==> config.mk <==
export PLATFORM = sky130hd
export DESIGN_NAME = ssq_sequencer
export DESIGN_NICKNAME = d
export VERILOG_FILES = /design/src/logic/ssq_pkg.sv /design/src/logic/ssq_sequencer.sv /design/src/logic/ssq_tick_gen.sv
export SDC_FILE = /design/constraint.sdc
export NUM_CORES = 1
export LEC_CHECK = 0
export BUFFER_PORTS_ARGS = -buffer_cell sky130_fd_sc_hd__buf_2
export CORE_UTILIZATION = 45
export CTS_BUF_LIST = sky130_fd_sc_hd__clkbuf_8
export DETAILED_ROUTE_END_ITERATION = 6
export GPL_TIMING_DRIVEN = 0
export HOLD_SLACK_MARGIN = 0.12
export PLACE_DENSITY_LB_ADDON = 0.1
export SLEW_MARGIN = 0
export SYNTH_ARGS = -nofsm -noshare
export SYNTH_HDL_FRONTEND = slang
export SYNTH_SLANG_ARGS = --single-unit
==> constraint.sdc <==
create_clock -name ref_clk_i -period 2.9 [get_ports ref_clk_i]
set_clock_uncertainty 0.15 [all_clocks]
set_input_delay 0.58 -clock ref_clk_i [delete_from_list [all_inputs] [get_ports ref_clk_i]]
set_output_delay 0.58 -clock ref_clk_i [all_outputs]
set_load 0.01 [all_outputs]
==> src/logic/ssq_pkg.sv <==
package ssq_pkg;
  localparam int unsigned CLK_HZ      = 100_000_000;
  localparam int unsigned TB_HZ       = 32_768;
  localparam int unsigned TB_DIV      = CLK_HZ / TB_HZ;
  localparam int unsigned SLOT_US     = 2_000;
  localparam int unsigned SLOT_TICKS  = (SLOT_US * TB_HZ + 999_999) / 1_000_000;
  localparam int unsigned SLOT_LAST   = 9;
  localparam int unsigned SLOT_W      = 4;
  localparam int unsigned TCNT_W      = 7;
  localparam logic [3:0]  SLOT_RST    = 4'h0;
  localparam logic [6:0]  TCNT_RST    = 7'h00;

  // Supplies the sequencer or software can switch
  typedef struct packed {
    logic audio_ldo;
    logic video_ldo;
    logic general_ldo_three;
    logic general_ldo_one;
    logic camera_ldo;
    logic sd_ldo;
    logic boost_supply;
    logic usb_ldo_two;
    logic usb_ldo;
    logic digital_ldo;
    logic pll_ldo;
    logic general_ldo_two;
    logic io_high_ldo;
    logic buck_four;
    logic buck_three;
    logic buck_two;
    logic buck_one;
  } ssq_sup_t;

  localparam ssq_sup_t SUP_NONE = '0;

  typedef enum logic [1:0] {
    LVL_GND  = 2'h0,
    LVL_DIG  = 2'h1,
    LVL_CORE = 2'h2
  } ssq_lvl_t;

  typedef enum logic [1:0] {
    UID_FLOAT   = 2'h0,
    UID_GROUND  = 2'h1,
    UID_RES     = 2'h2,
    UID_FACTORY = 2'h3
  } ssq_uid_t;

  typedef enum logic [3:0] {
    ST_IDLE   = 4'h1,
    ST_SAMPLE = 4'h2,
    ST_RUN    = 4'h4,
    ST_DONE   = 4'h8
  } ssq_state_t;

  // Analog switch settings driven by this block
  typedef struct packed {
    logic boost_fb_from_bus;
    logic bus_to_usb_reg_input;
    logic touch_to_adc;
    logic touch_x2_isrc;
    logic touch_y1_gnd;
    logic adc7_div2;
    logic adc7_alt_src;
  } ssq_ana_t;
endpackage

==> src/logic/ssq_sequencer.sv <==
`timescale 1ns/1ns
// Function
// - Slots advance every 2.0 ms; a slot's supplies switch on when reached.
// - Enable order follows the supply profile strap, open or grounded.
// - Inhibited blocks keep their slot so they can be enabled later.
// - Open profile: usb_ldo only enabled when bus 5 V is present.
// - Grounded profile: boost and usb_ldo always up; usb_ldo fed by boost.
// - Never enable camera, general one/three, video, audio; no boost when open.
// - Mode strap: ground normal, digital usb low-power boot, core test.
// - Chip select sampled at cold start picks SPI or I2C; ignored in I2C.
// - I2C uses SPI clock as SCL and read output as SDA.
// - I2C address low bit comes from the SPI write pin.
// - Sense bits report usb id floating, grounded or factory.
// - OTG boost feedback moves from feedback pin to bus pin.
// - Input path bit connects bus pin to usb regulator input.
// - Inactive touch screen pins route to ADC channels 4 to 7.
// - Touch interrupt mode: weak source on x2, y1 grounded.
// - ADC 7 unscaled or halved, or alternate input on output four.
// - Timing runs from crystal time base, else backup oscillator.
module ssq_sequencer (
  input  wire logic             ref_clk_i,
  input  wire logic             sys_rst_i,
  input  wire logic             xtal_run_i,
  input  wire logic             xtal_tick_i,
  input  wire logic             turn_on_i,
  input  wire logic             supply_profile_strap_i,
  input  wire ssq_pkg::ssq_lvl_t mode_strap_i,
  input  wire logic             vbus_5v_i,
  input  wire ssq_pkg::ssq_sup_t inhibit_i,
  input  wire ssq_pkg::ssq_sup_t sw_enable_i,
  input  wire ssq_pkg::ssq_uid_t uid_level_i,
  input  wire logic             boost_otg_i,
  input  wire logic             usb_input_path_en_i,
  input  wire logic             touch_active_i,
  input  wire logic             touch_int_mode_i,
  input  wire logic             adc7_div2_i,
  input  wire logic             adc7_alt_i,
  input  wire logic             spi_clk_i,
  input  wire logic             spi_cs_n_i,
  input  wire logic             spi_mosi_i,
  input  wire logic             miso_pin_i,
  input  wire logic             spi_miso_data_i,
  input  wire logic             i2c_sda_low_i,
  output ssq_pkg::ssq_sup_t     supply_en_o,
  output logic                  usb_fed_by_boost_o,
  output logic                  seq_busy_o,
  output logic                  seq_done_o,
  output logic [3:0]            slot_o,
  output logic                  normal_mode_o,
  output logic                  usb_lp_boot_o,
  output logic                  test_mode_o,
  output logic                  port_is_i2c_o,
  output logic                  i2c_addr_bit_o,
  output logic                  uid_float_o,
  output logic                  uid_ground_o,
  output logic                  uid_factory_o,
  output ssq_pkg::ssq_ana_t     ana_o,
  output logic                  core_sclk_o,
  output logic                  core_cs_n_o,
  output logic                  core_mosi_o,
  output logic                  i2c_sda_in_o,
  output logic                  miso_pin_o,
  output logic                  miso_pin_oe_n_o
);
  import ssq_pkg::*;

  localparam logic [SLOT_W-1:0] SLOT_END = SLOT_W'(SLOT_LAST);
  localparam logic [TCNT_W-1:0] TCNT_END = TCNT_W'(SLOT_TICKS - 1);

  typedef struct packed {
    ssq_state_t        st;
    logic [SLOT_W-1:0] slot;
    logic [TCNT_W-1:0] tcnt;
    ssq_sup_t          seq_en;
    logic              prof_gnd;
    ssq_lvl_t          mode;
    logic              i2c;
    logic              addr_bit;
    ssq_uid_t          uid;
    ssq_ana_t          ana;
  } ssq_seq_t;

  ssq_seq_t s_q;
  ssq_seq_t s_d;
  logic     tick;
  logic     slot_end;
  ssq_sup_t slot_mask;

  ssq_tick_gen #(
    .DIV (TB_DIV)
  ) u_tick (
    .ref_clk_i   (ref_clk_i),
    .sys_rst_i   (sys_rst_i),
    .xtal_run_i  (xtal_run_i),
    .xtal_tick_i (xtal_tick_i),
    .tick_o      (tick)
  );

  // Supplies that belong to a slot in the chosen profile
  function automatic ssq_sup_t slot_table(input logic gnd, input logic [SLOT_W-1:0] sl, input logic vbus);
    ssq_sup_t m;
    m = SUP_NONE;
    if (!gnd) begin
      case (sl)
        4'h0: m.buck_two = 1'b1;
        4'h1: m.buck_four = 1'b1;
        4'h2: m.io_high_ldo = 1'b1;
        4'h3: m.general_ldo_two = 1'b1;
        4'h4: m.buck_one = 1'b1;
        4'h5: m.buck_three = 1'b1;
        4'h6: m.pll_ldo = 1'b1;
        4'h7: m.digital_ldo = 1'b1;
        4'h9: begin
          m.usb_ldo = vbus;
          m.usb_ldo_two = 1'b1;
        end
        default: m = SUP_NONE;
      endcase
    end else begin
      case (sl)
        4'h0: m.buck_two = 1'b1;
        4'h1: m.general_ldo_two = 1'b1;
        4'h2: m.buck_four = 1'b1;
        4'h3: begin
          m.io_high_ldo = 1'b1;
          m.sd_ldo = 1'b1;
        end
        4'h4: begin
          m.boost_supply = 1'b1;
          m.usb_ldo = 1'b1;
        end
        4'h5: m.buck_one = 1'b1;
        4'h6: m.pll_ldo = 1'b1;
        4'h7: m.buck_three = 1'b1;
        4'h8: m.digital_ldo = 1'b1;
        4'h9: m.usb_ldo_two = 1'b1;
        default: m = SUP_NONE;
      endcase
    end
    return m;
  endfunction

  assign slot_end = tick && (s_q.tcnt == TCNT_END);

  always_comb begin
    s_d = s_q;
    // Inhibited blocks lose the enable but the slot still runs its length
    slot_mask = slot_table(s_q.prof_gnd, s_q.slot, vbus_5v_i) & ~inhibit_i;
    case (s_q.st)
      ST_IDLE: begin
        if (turn_on_i) begin
          s_d.st = ST_SAMPLE;
        end
      end
      ST_SAMPLE: begin
        // Straps caught once per turn-on, before slot zero
        s_d.prof_gnd = !supply_profile_strap_i;
        s_d.mode = mode_strap_i;
        s_d.i2c = spi_cs_n_i;
        s_d.addr_bit = spi_mosi_i;
        s_d.slot = SLOT_RST;
        s_d.tcnt = TCNT_RST;
        s_d.seq_en = SUP_NONE;
        s_d.st = ST_RUN;
      end
      ST_RUN: begin
        s_d.seq_en = s_q.seq_en | slot_mask;
        if (tick) begin
          s_d.tcnt = s_q.tcnt + TCNT_W'(1);
        end
        if (slot_end) begin
          s_d.tcnt = TCNT_RST;
          if (s_q.slot == SLOT_END) begin
            s_d.st = ST_DONE;
          end else begin
            s_d.slot = s_q.slot + SLOT_W'(1);
          end
        end
      end
      ST_DONE: begin
        if (turn_on_i) begin
          s_d.st = ST_SAMPLE;
        end
      end
      default: s_d.st = ST_IDLE;
    endcase
    // Never-list blocked even if the table were wrong
    s_d.seq_en.camera_ldo = 1'b0;
    s_d.seq_en.general_ldo_one = 1'b0;
    s_d.seq_en.general_ldo_three = 1'b0;
    s_d.seq_en.video_ldo = 1'b0;
    s_d.seq_en.audio_ldo = 1'b0;
    if (!s_d.prof_gnd) begin
      s_d.seq_en.boost_supply = 1'b0;
    end
    s_d.uid = uid_level_i;
    s_d.ana.boost_fb_from_bus = boost_otg_i;
    s_d.ana.bus_to_usb_reg_input = usb_input_path_en_i;
    s_d.ana.touch_to_adc = !touch_active_i;
    s_d.ana.touch_x2_isrc = touch_int_mode_i;
    s_d.ana.touch_y1_gnd = touch_int_mode_i;
    s_d.ana.adc7_div2 = adc7_div2_i && !adc7_alt_i;
    s_d.ana.adc7_alt_src = adc7_alt_i;
  end

  always_ff @(posedge ref_clk_i) begin
    if (sys_rst_i) begin
      s_q <= '{st: ST_IDLE, slot: SLOT_RST, tcnt: TCNT_RST, seq_en: SUP_NONE,
               prof_gnd: 1'b0, mode: LVL_GND, i2c: 1'b0, addr_bit: 1'b0,
               uid: UID_FLOAT, ana: '0};
    end else begin
      s_q <= s_d;
    end
  end

  // Software may still raise a supply later, including inhibited ones
  assign supply_en_o = s_q.seq_en | sw_enable_i;
  assign usb_fed_by_boost_o = s_q.prof_gnd;
  assign seq_busy_o = (s_q.st == ST_RUN) || (s_q.st == ST_SAMPLE);
  assign seq_done_o = (s_q.st == ST_DONE);
  assign slot_o = s_q.slot;
  assign normal_mode_o = (s_q.mode == LVL_GND);
  assign usb_lp_boot_o = (s_q.mode == LVL_DIG);
  assign test_mode_o = (s_q.mode == LVL_CORE);
  assign port_is_i2c_o = s_q.i2c;
  assign i2c_addr_bit_o = s_q.addr_bit;
  assign uid_float_o = (s_q.uid == UID_FLOAT);
  assign uid_ground_o = (s_q.uid == UID_GROUND);
  assign uid_factory_o = (s_q.uid == UID_FACTORY);
  assign ana_o = s_q.ana;

  // Pin sharing between SPI and I2C
  assign core_sclk_o = spi_clk_i;
  assign core_cs_n_o = s_q.i2c ? 1'b1 : spi_cs_n_i;
  assign core_mosi_o = s_q.i2c ? 1'b0 : spi_mosi_i;
  assign i2c_sda_in_o = s_q.i2c ? miso_pin_i : 1'b1;
  assign miso_pin_o = s_q.i2c ? 1'b0 : spi_miso_data_i;
  // Open drain in I2C: only ever pulls low
  assign miso_pin_oe_n_o = s_q.i2c ? !i2c_sda_low_i : spi_cs_n_i;
endmodule

==> src/logic/ssq_tick_gen.sv <==
`timescale 1ns/1ns
module ssq_tick_gen #(
  parameter int unsigned DIV = ssq_pkg::TB_DIV
) (
  input  wire logic ref_clk_i,
  input  wire logic sys_rst_i,
  input  wire logic xtal_run_i,
  input  wire logic xtal_tick_i,
  output logic      tick_o
);
  import ssq_pkg::*;
  localparam int unsigned CW = $clog2(DIV);
  localparam logic [CW-1:0] DIV_END = CW'(DIV - 1);

  typedef struct packed {
    logic [CW-1:0] cnt;
    logic          tick;
  } ssq_tg_t;

  ssq_tg_t s_q;
  ssq_tg_t s_d;

  always_comb begin
    s_d = s_q;
    s_d.tick = 1'b0;
    // Backup oscillator keeps counting so a dead crystal costs no time
    if (s_q.cnt == DIV_END) begin
      s_d.cnt = '0;
    end else begin
      s_d.cnt = s_q.cnt + CW'(1);
    end
    if (xtal_run_i) begin
      s_d.tick = xtal_tick_i;
    end else begin
      s_d.tick = (s_q.cnt == DIV_END);
    end
  end

  always_ff @(posedge ref_clk_i) begin
    if (sys_rst_i) begin
      s_q <= '0;
    end else begin
      s_q <= s_d;
    end
  end

  assign tick_o = s_q.tick;
endmodule

==> metrics.cfg, run 1 <==
[cts]
cts.sinks=53
numCtsBuffers=5
ctsHoldBuffers=0
post-cts-setup-buffers=0
cts_tree=done
cts_max_path_buffers=2
path_clk_slew_ns=0.09
htreeDepth=2
cts_resized=0
clk_latency_ns=0.32
cts-root-buf=clkbuf_8

[synthesis]
synth_edf_count=0
synthFlopType=dfxtp_1
synth.distinct_cells=50
syn-cell-area_um2=2650
synthArstFlopShare_pct=0
yosys_warnings=0
syn_nets=370
syn_inst=305
yosysSeqAreaShare_pct=40.0
ys_ff_latch=53
avgSynthCellArea_um2=8.70

[detailed_routing]
first_pass_iters=4
drtAntennaViolNets=0
wl_per_cell_um=12.1
routed_wl_mm=5.73
drc=0
vias=2425
drt-initial-drc-count=91
via_per_inst=5.11

[setup_path]
crit_start=s_q[43]
startpoint_type=flop
cp.required_ns=2.17
cp.arrival_ns=1.88
cpPeakStageDelay_ns=0.46
cp_top_family=buffers and inverters
critPathKind=flop to primary output
critical_path.max_fanout=10
crit_top_cell=clkbuf_1
crit_slowest_cell=or4b_1
path_cells=clkbuf_1 -> or4b_1 -> clkbuf_1 -> nand2_1 -> buf_2
end_kind=primary output
crit_buf_inv=3
timing.rr.start=s_q[43]

[cells_and_area]
nets=467
layout-drive-gt1-share_pct=34.0
syn2layout_area_growth_pct=24.9
antenna_cells=0
final_area_um2=3310

[global_routing]
grt_use_met1_pct=23.2
antenna_found_initial=0
met2_usage_pct=32.1
grt_util_met3_pct=3.91
grt_pass1_wl_mm=9.16
grt_pass1_vias=2077
gr-total-overflow=0
grt_use_total_pct=18.9
grt_max_degree=17
grt_busiest_layer=met2

[timing]
min_period_ns=2.61
worst_pin_slew_ns=1.00
tns_ns=0
slew_headroom_pct=33.0
post-route-period-util_pct=90.2
finalMaxSlewViolations=0
rsz0062_at_grt=no
fin_ws_ns=0.285
setup_viol=0
finalHoldViolations=0
max_freq_mhz=382

[floorplanning]
fp-row-count=27
die_area_um2=6210
start_util_pct=47.3
die_h_um=78.8
die_w_um=78.8
design.core.area_um2=5610
io_pins=102

[place]
place_ws_ns=0.451
placed_area_um2=3190
io_buffers=90
gp_congestion=0.793
dp_hpwl_mm=4.22

[job]
maxCapViolations=0

[run_status]
outcome=finished, final reports clean

[power_and_ir_drop]
seqPwrFrac_pct=52.4
swShare_pct=23.3
intPower_uw=1100
p_comb_share_pct=10.7
p_switching_uw=335
vdd_ir_drop_max_uv=261
p_leak_uw=0.00144
pwr-share-clk_pct=36.9
p_per_area_nw_per_um2=434

[worst_hold_path]
min_path_type=primary input to flop
hp-start=touch_active_i

==> metrics by stage <==
step | power, µW | util [%] | cells | hold slack (ns)
2_1_floorplan | 856 | - | 305 | 0.267
6_report | 1440 | 59.1 | 475 | 0.256
5_1_grt | 1500 | 59.1 | 475 | 0.248
3_3_place_gp | 923 | 56.9 | 467 | 0.278
4_1_cts | 1460 | 59.1 | 475 | 0.246
3_5_place_dp | 925 | 56.9 | 467 | 0.284
==> layout make-up <==
cell class / instances / area (µm²)
Buffer: 32 / 194
Clock buffer: 6 / 82.6
Clock inverter: 2 / 37.5
Fill cell: 535 / 2290
Inverter: 10 / 37.5
Multi-Input combinational cell: 210 / 1360
Sequential cell: 53 / 1060
Tap cell: 72 / 90.1
Timing Repair Buffer: 90 / 450
==> sequential cells by signal, summed over array words and instances (netlist names) <==
register	cells
slot_o	4
u_tick.s_q	12
port_is_i2c_o	1
s_q	27
u_tick.tick_o	1
ana_o	6
i2c_addr_bit_o	1
usb_fed_by_boost_o	1
==> layer usage <==
metal  wire (µm)  part of all wire [%]
met2        2660                    46
met5           0                     0
met4          75                   1.3
met3         333                   5.8
met1        2660                    46
==> power groups by stage <==
stage	Clock, µW	Combinational [µW]	Sequential [µW]
2_1_floorplan	0	88.1	768
3_3_place_gp	0	153	770
3_5_place_dp	0	155	771
4_1_cts	550	155	754
5_1_grt	575	170	756
6_report	531	154	753
==> cell families (layout without fill, tap and decap cells) <==
group,after synthesis,in the layout,synth area share (%)
simple gates,139,139,29.6
flops,53,53,40.0
mux,3,3,1.18
fa+ha+maj,8,8,3.77
compound gates,50,50,13.4
buf+inv,42,140,8.73
xor+xnor,10,10,3.30
==> placed cells by master (no fill, tap or decap), types with 4 or more instances in the layout <==
cell type / synthesis / layout
buf_2: 2 / 92
dfxtp_1: 53 / 53
nor2_1: 26 / 26
nand2_1: 23 / 23
buf_4: 17 / 17
nor2b_1: 15 / 15
or2_2: 14 / 14
clkbuf_1: 12 / 12
a21oi_1: 12 / 12
nand3_1: 11 / 11
inv_1: 10 / 10
xor2_1: 8 / 8
ha_1: 8 / 8
nand2b_1: 6 / 6
a31oi_1: 6 / 6
o31ai_1: 6 / 6
nor3_1: 6 / 6
clkbuf_8: 0 / 6
nand4_1: 5 / 5
a22o_1: 5 / 5
nor3b_1: 4 / 4
and3_1: 4 / 4
or4_1: 4 / 4
==> worst paths after layout <==
check / end / slack (ns) / depth (start not counted)
setup / recovery: seq_busy_o / 0.29 / 5
setup reg to reg: s_q[19] / 0.43 / 5
hold reg to reg: s_q[22] / 0.31 / 2
hold / removal: ana_o[4] / 0.26 / 2
==> cells in the mapped netlist (all sizes together) (8+ instances only) <==
| library cell | instances | area share (%) |
|---|---|---|
| buf | 20 | 5.6 |
| or2 | 14 | 3.3 |
| xor2 | 8 | 2.6 |
| clkbuf | 12 | 1.7 |
| nand3 | 11 | 2.1 |
| a21oi | 12 | 2.3 |
| dfxtp | 53 | 40 |
| ha | 8 | 3.8 |
| inv | 10 | 1.4 |
| nor2b | 15 | 3.5 |
| nor2 | 26 | 3.7 |
| nand2 | 23 | 3.3 |
Note: power is estimated with default switching activity, not from simulation.
==> inputs of run 2 (changes only) <==
--- a/config.mk
+++ b/config.mk
@@ -6,7 +6,7 @@
 export NUM_CORES = 1
 export LEC_CHECK = 0
 export BUFFER_PORTS_ARGS = -buffer_cell sky130_fd_sc_hd__buf_2
-export CORE_UTILIZATION = 45
+export CORE_UTILIZATION = 51
 export CTS_BUF_LIST = sky130_fd_sc_hd__clkbuf_8
 export DETAILED_ROUTE_END_ITERATION = 6
 export GPL_TIMING_DRIVEN = 0
==> run 2 against run 1 <==
Effect of this change:
- non-clock buffer count did not move
- fmax rose by 1.8%
- final cell count fell by 1.1%
- die area fell by 11%
- final area fell by 0.45%
- global-route usage rose by 3.1 points
- largest power group unchanged
- critical path depth did not move
- sequential power barely moved
==> metrics.cfg, run 2 (synthesized netlist as in run 1, its figures left out) <==
[timing]
min_period_ns=2.57
slew_headroom_pct=36.5
setup_viol=0
rsz0062_at_grt=no
post-route-period-util_pct=88.6
tns_ns=0
finalHoldViolations=0
finalMaxSlewViolations=0
max_freq_mhz=389
worst_pin_slew_ns=0.950

[place]
gp_congestion=0.836
dp_hpwl_mm=4.47
io_buffers=90
placed_area_um2=3190

[cts]
cts-root-buf=clkbuf_8
cts_max_path_buffers=2
numCtsBuffers=5
path_clk_slew_ns=0.09
post-cts-setup-buffers=0
htreeDepth=2
ctsHoldBuffers=0
cts_resized=0
cts_tree=done
cts.sinks=53
clk_latency_ns=0.31

[power_and_ir_drop]
p_comb_share_pct=10.9
p_leak_uw=0.00144
intPower_uw=1080
power_uw=1410
pwr-share-clk_pct=35.7
seqPwrFrac_pct=53.4
p_switching_uw=334
vdd_ir_drop_max_uv=290
p_per_area_nw_per_um2=428
swShare_pct=23.6

[detailed_routing]
first_pass_iters=4
via_per_inst=5.21
wl_per_cell_um=12.5
drtAntennaViolNets=0
vias=2451
drt-initial-drc-count=101
routed_wl_mm=5.88
drc=0

[worst_hold_path]
hp-start=touch_active_i
min_path_type=primary input to flop

[global_routing]
grt_pass1_vias=2109
grt_pass1_wl_mm=9.19
gr-total-overflow=0
grt_use_total_pct=21.9
antenna_found_initial=0
grt_max_degree=17

[setup_path]
startpoint_type=flop
end_kind=primary output
cp.required_ns=2.17
timing.rr.start=s_q[43]
crit_start=s_q[43]
critPathKind=flop to primary output
critical_path.max_fanout=10
cp.arrival_ns=1.84

[cells_and_area]
max_flop_register=s_q
mostFrequentLayoutCell=buf_2
syn2layout_area_growth_pct=24.3
final_area_um2=3300
layout-drive-gt1-share_pct=33.7
nets=467
antenna_cells=0
largest_reg_flops=27
layout_common_cells=buf_2 (92), dfxtp_1 (53), nor2_1 (26), nand2_1 (23), buf_4 (17)

[floorplanning]
die_h_um=74.1
start_util_pct=54.7
design.core.area_um2=4850
io_pins=102
die_area_um2=5490
fp-row-count=25
die_w_um=74.1

[run_status]
outcome=finished, final reports clean

[job]
maxCapViolations=0

-- run 2: stage by stage --
| stage | setup WS (ns) | hold slack [ns] | util, % | cells |
|---|---|---|---|---|
| 4_1_cts | 0.321 | 0.259 | 68.0 | 470 |
| 3_5_place_dp | 0.443 | 0.294 | 65.7 | 462 |
| 6_report | 0.331 | 0.261 | 68.0 | 470 |
| 2_1_floorplan | 0.802 | 0.267 | - | 305 |
| 5_1_grt | 0.212 | 0.254 | 68.0 | 470 |
| 3_3_place_gp | 0.562 | 0.279 | 65.7 | 462 |
-- run 2: cell type report --
class	instances	area, µm²
well taps	67	83.8
multi-input cells	210	1360
fillers	408	1550
flip-flops and latches	53	1060
plain buffers	32	194
clock inverters	3	42.5
repair buffers	90	450
clock buffers	5	68.8
inverters	10	37.5
-- run 2: power groups by stage --
stage | Combinational, µW | Sequential (µW) | Clock (µW)
floorplan | 88.1 | 768 | 0
global placement | 152 | 770 | 0
detailed placement | 156 | 771 | 0
CTS | 156 | 754 | 511
global route | 173 | 756 | 541
finish | 155 | 754 | 504
-- run 2: final timing paths --
check	slack, ns	cells past startpoint	end
setup / recovery	0.33	5	seq_busy_o
setup reg to reg	0.49	5	s_q[25]
hold reg to reg	0.31	2	s_q[21]
hold / removal	0.26	2	ana_o[4]
-- run 2: critical path, cell delays in order (launching register included) --
cell	delay, ns
dfxtp_1	0.33
clkbuf_1	0.31
or4b_1	0.47
clkbuf_1	0.20
nand2_1	0.10
buf_2	0.12
-- run 2: per-layer routing --
metal  wire length [µm]  track usage, %  vias to the layer above
met5                  0               0                        -
met1               2520            24.8                     1110
met4                 76            8.33                        0
met3                395            5.96                       11
met2               2890            39.2                       90
li1                   -               -                     1240
==> inputs of run 3 (changes only) <==
--- a/config.mk
+++ b/config.mk
@@ -6,6 +6,7 @@
 export NUM_CORES = 1
 export LEC_CHECK = 0
 export BUFFER_PORTS_ARGS = -buffer_cell sky130_fd_sc_hd__buf_2
+export CORE_MARGIN = 2
 export CORE_UTILIZATION = 51
 export CTS_BUF_LIST = sky130_fd_sc_hd__clkbuf_8
 export DETAILED_ROUTE_END_ITERATION = 6
==> run 3 against run 2 <==
Effect of this change:
- flip-flop and latch count is the same
- die area rose by 5.5%
- largest power group unchanged
- largest cell class unchanged
- core utilization decreased by 2.4 points
==> metrics.cfg, run 3 (synthesized netlist as in run 1, its figures left out) <==
[setup_path]
cpPeakStageDelay_ns=0.46
cp.arrival_ns=1.87
end_kind=primary output
path_cells=clkbuf_1 -> or4b_1 -> clkbuf_1 -> nand2_1 -> buf_2
crit_top_cell=clkbuf_1
critical_path.max_fanout=10
crit_slowest_cell=or4b_1
startpoint_type=flop
cp.required_ns=2.17
critPathKind=flop to primary output

[cts]
cts_tree=done
ctsHoldBuffers=0
path_clk_slew_ns=0.10
numCtsBuffers=5
cts_resized=0
cts-root-buf=clkbuf_8
cts_max_path_buffers=2
post-cts-setup-buffers=0
clk_latency_ns=0.32
htreeDepth=2
cts.sinks=53

[cells_and_area]
fill_cells=466
largest_reg_flops=27
layout_common_cells=buf_2 (92), dfxtp_1 (53), nor2_1 (26), nand2_1 (23), buf_4 (17)
multi_input_area_um2=1360
syn2layout_area_growth_pct=25.5
nets=467
layout-drive-gt1-share_pct=34.0
final_area_um2=3330
antenna_cells=0
max_flop_register=s_q
seq_area_um2=1060
mostFrequentLayoutCell=buf_2

[global_routing]
antenna_found_initial=0
grt_pass1_wl_mm=9.34
grt_use_total_pct=19.6
grt_max_degree=18
gr-total-overflow=0
grt_pass1_vias=2108

[place]
gp_congestion=0.798
dp_hpwl_mm=4.29
io_buffers=90
placed_area_um2=3190

[timing]
post-route-period-util_pct=89.7
min_period_ns=2.60
slew_headroom_pct=39.1
setup_viol=0
tns_ns=0
holdWs_ns=0.257
finalMaxSlewViolations=0
rsz0062_at_grt=no
finalHoldViolations=0
max_freq_mhz=384
worst_pin_slew_ns=0.911

[run_status]
outcome=finished, final reports clean

[power_and_ir_drop]
vdd_ir_drop_max_uv=246
p_per_area_nw_per_um2=454
p_leak_uw=0.00145

[floorplanning]
io_pins=102
die_area_um2=5790
design.core.area_um2=5070
die_h_um=76.1
start_util_pct=52.3
fp-row-count=26
die_w_um=76.1

[detailed_routing]
routed_wl_mm=5.73
wl_per_cell_um=12.1
drtAntennaViolNets=0
vias=2403
via_per_inst=5.08
drt-initial-drc-count=77
first_pass_iters=4
drc=0

[job]
maxCapViolations=0

[worst_hold_path]
min_path_type=primary input to flop

## run 3: cell types whose count changed in the layout (fill, tap and decap cells not counted), sizes merged
cell / previous run / this run
bufinv: 1 / 2
clkinv: 1 / 0
## run 3: worst max-delay path, delay by kind of cell, from the launching register on
kind / cells / cell delay, ns
AND/OR/NAND/NOR: 2 / 0.56
flip-flops: 1 / 0.34
buffers and inverters: 3 / 0.64
## run 3: final timing paths
check	start	to	slack, ns	cells after the start
setup / recovery	s_q[43]	seq_busy_o	0.30	5
hold / removal	touch_active_i	ana_o[4]	0.26	2
setup reg to reg	s_q[43]	s_q[19]	0.52	5
hold reg to reg	s_q[22]	s_q[22]	0.30	2
## run 3: power by group
| group | total [µW] | switching, µW | internal (µW) |
|---|---|---|---|
| combinational | 153 | 72.7 | 80.4 |
| sequential | 754 | 11.0 | 743 |
| clock | 604 | 257 | 347 |
| total | 1510 | 341 | 1170 |
## run 3: metal layers
metal | GRT usage (%) | vias to the layer above | wire [µm]
li1 | - | 1241 | -
met1 | 22.8 | 1091 | 2540
met2 | 34.7 | 66 | 2750
met3 | 5.81 | 5 | 376
met4 | 6.36 | 0 | 64
met5 | 0 | - | 0
## run 3: layout make-up
class | instances | share of cell area (%)
Sequential cell | 53 | 31.9
Clock inverter | 3 | 2.07
Clock buffer | 5 | 2.07
Multi-Input combinational cell | 210 | 40.9
Tap cell | 70 | 2.63
Buffer | 32 | 5.83
Timing Repair Buffer | 90 | 13.5
Inverter | 10 | 1.13
## run 3: stage by stage
step                instances  total power (µW)  setup WS, ns  util, %
detailed placement        465               925         0.543     62.9
floorplan                 305               856         0.802        -
finish                    473              1510         0.298     65.6
CTS                       473              1530         0.303     65.6
global placement          465               922         0.560     62.9
global route              473              1570         0.172     65.6
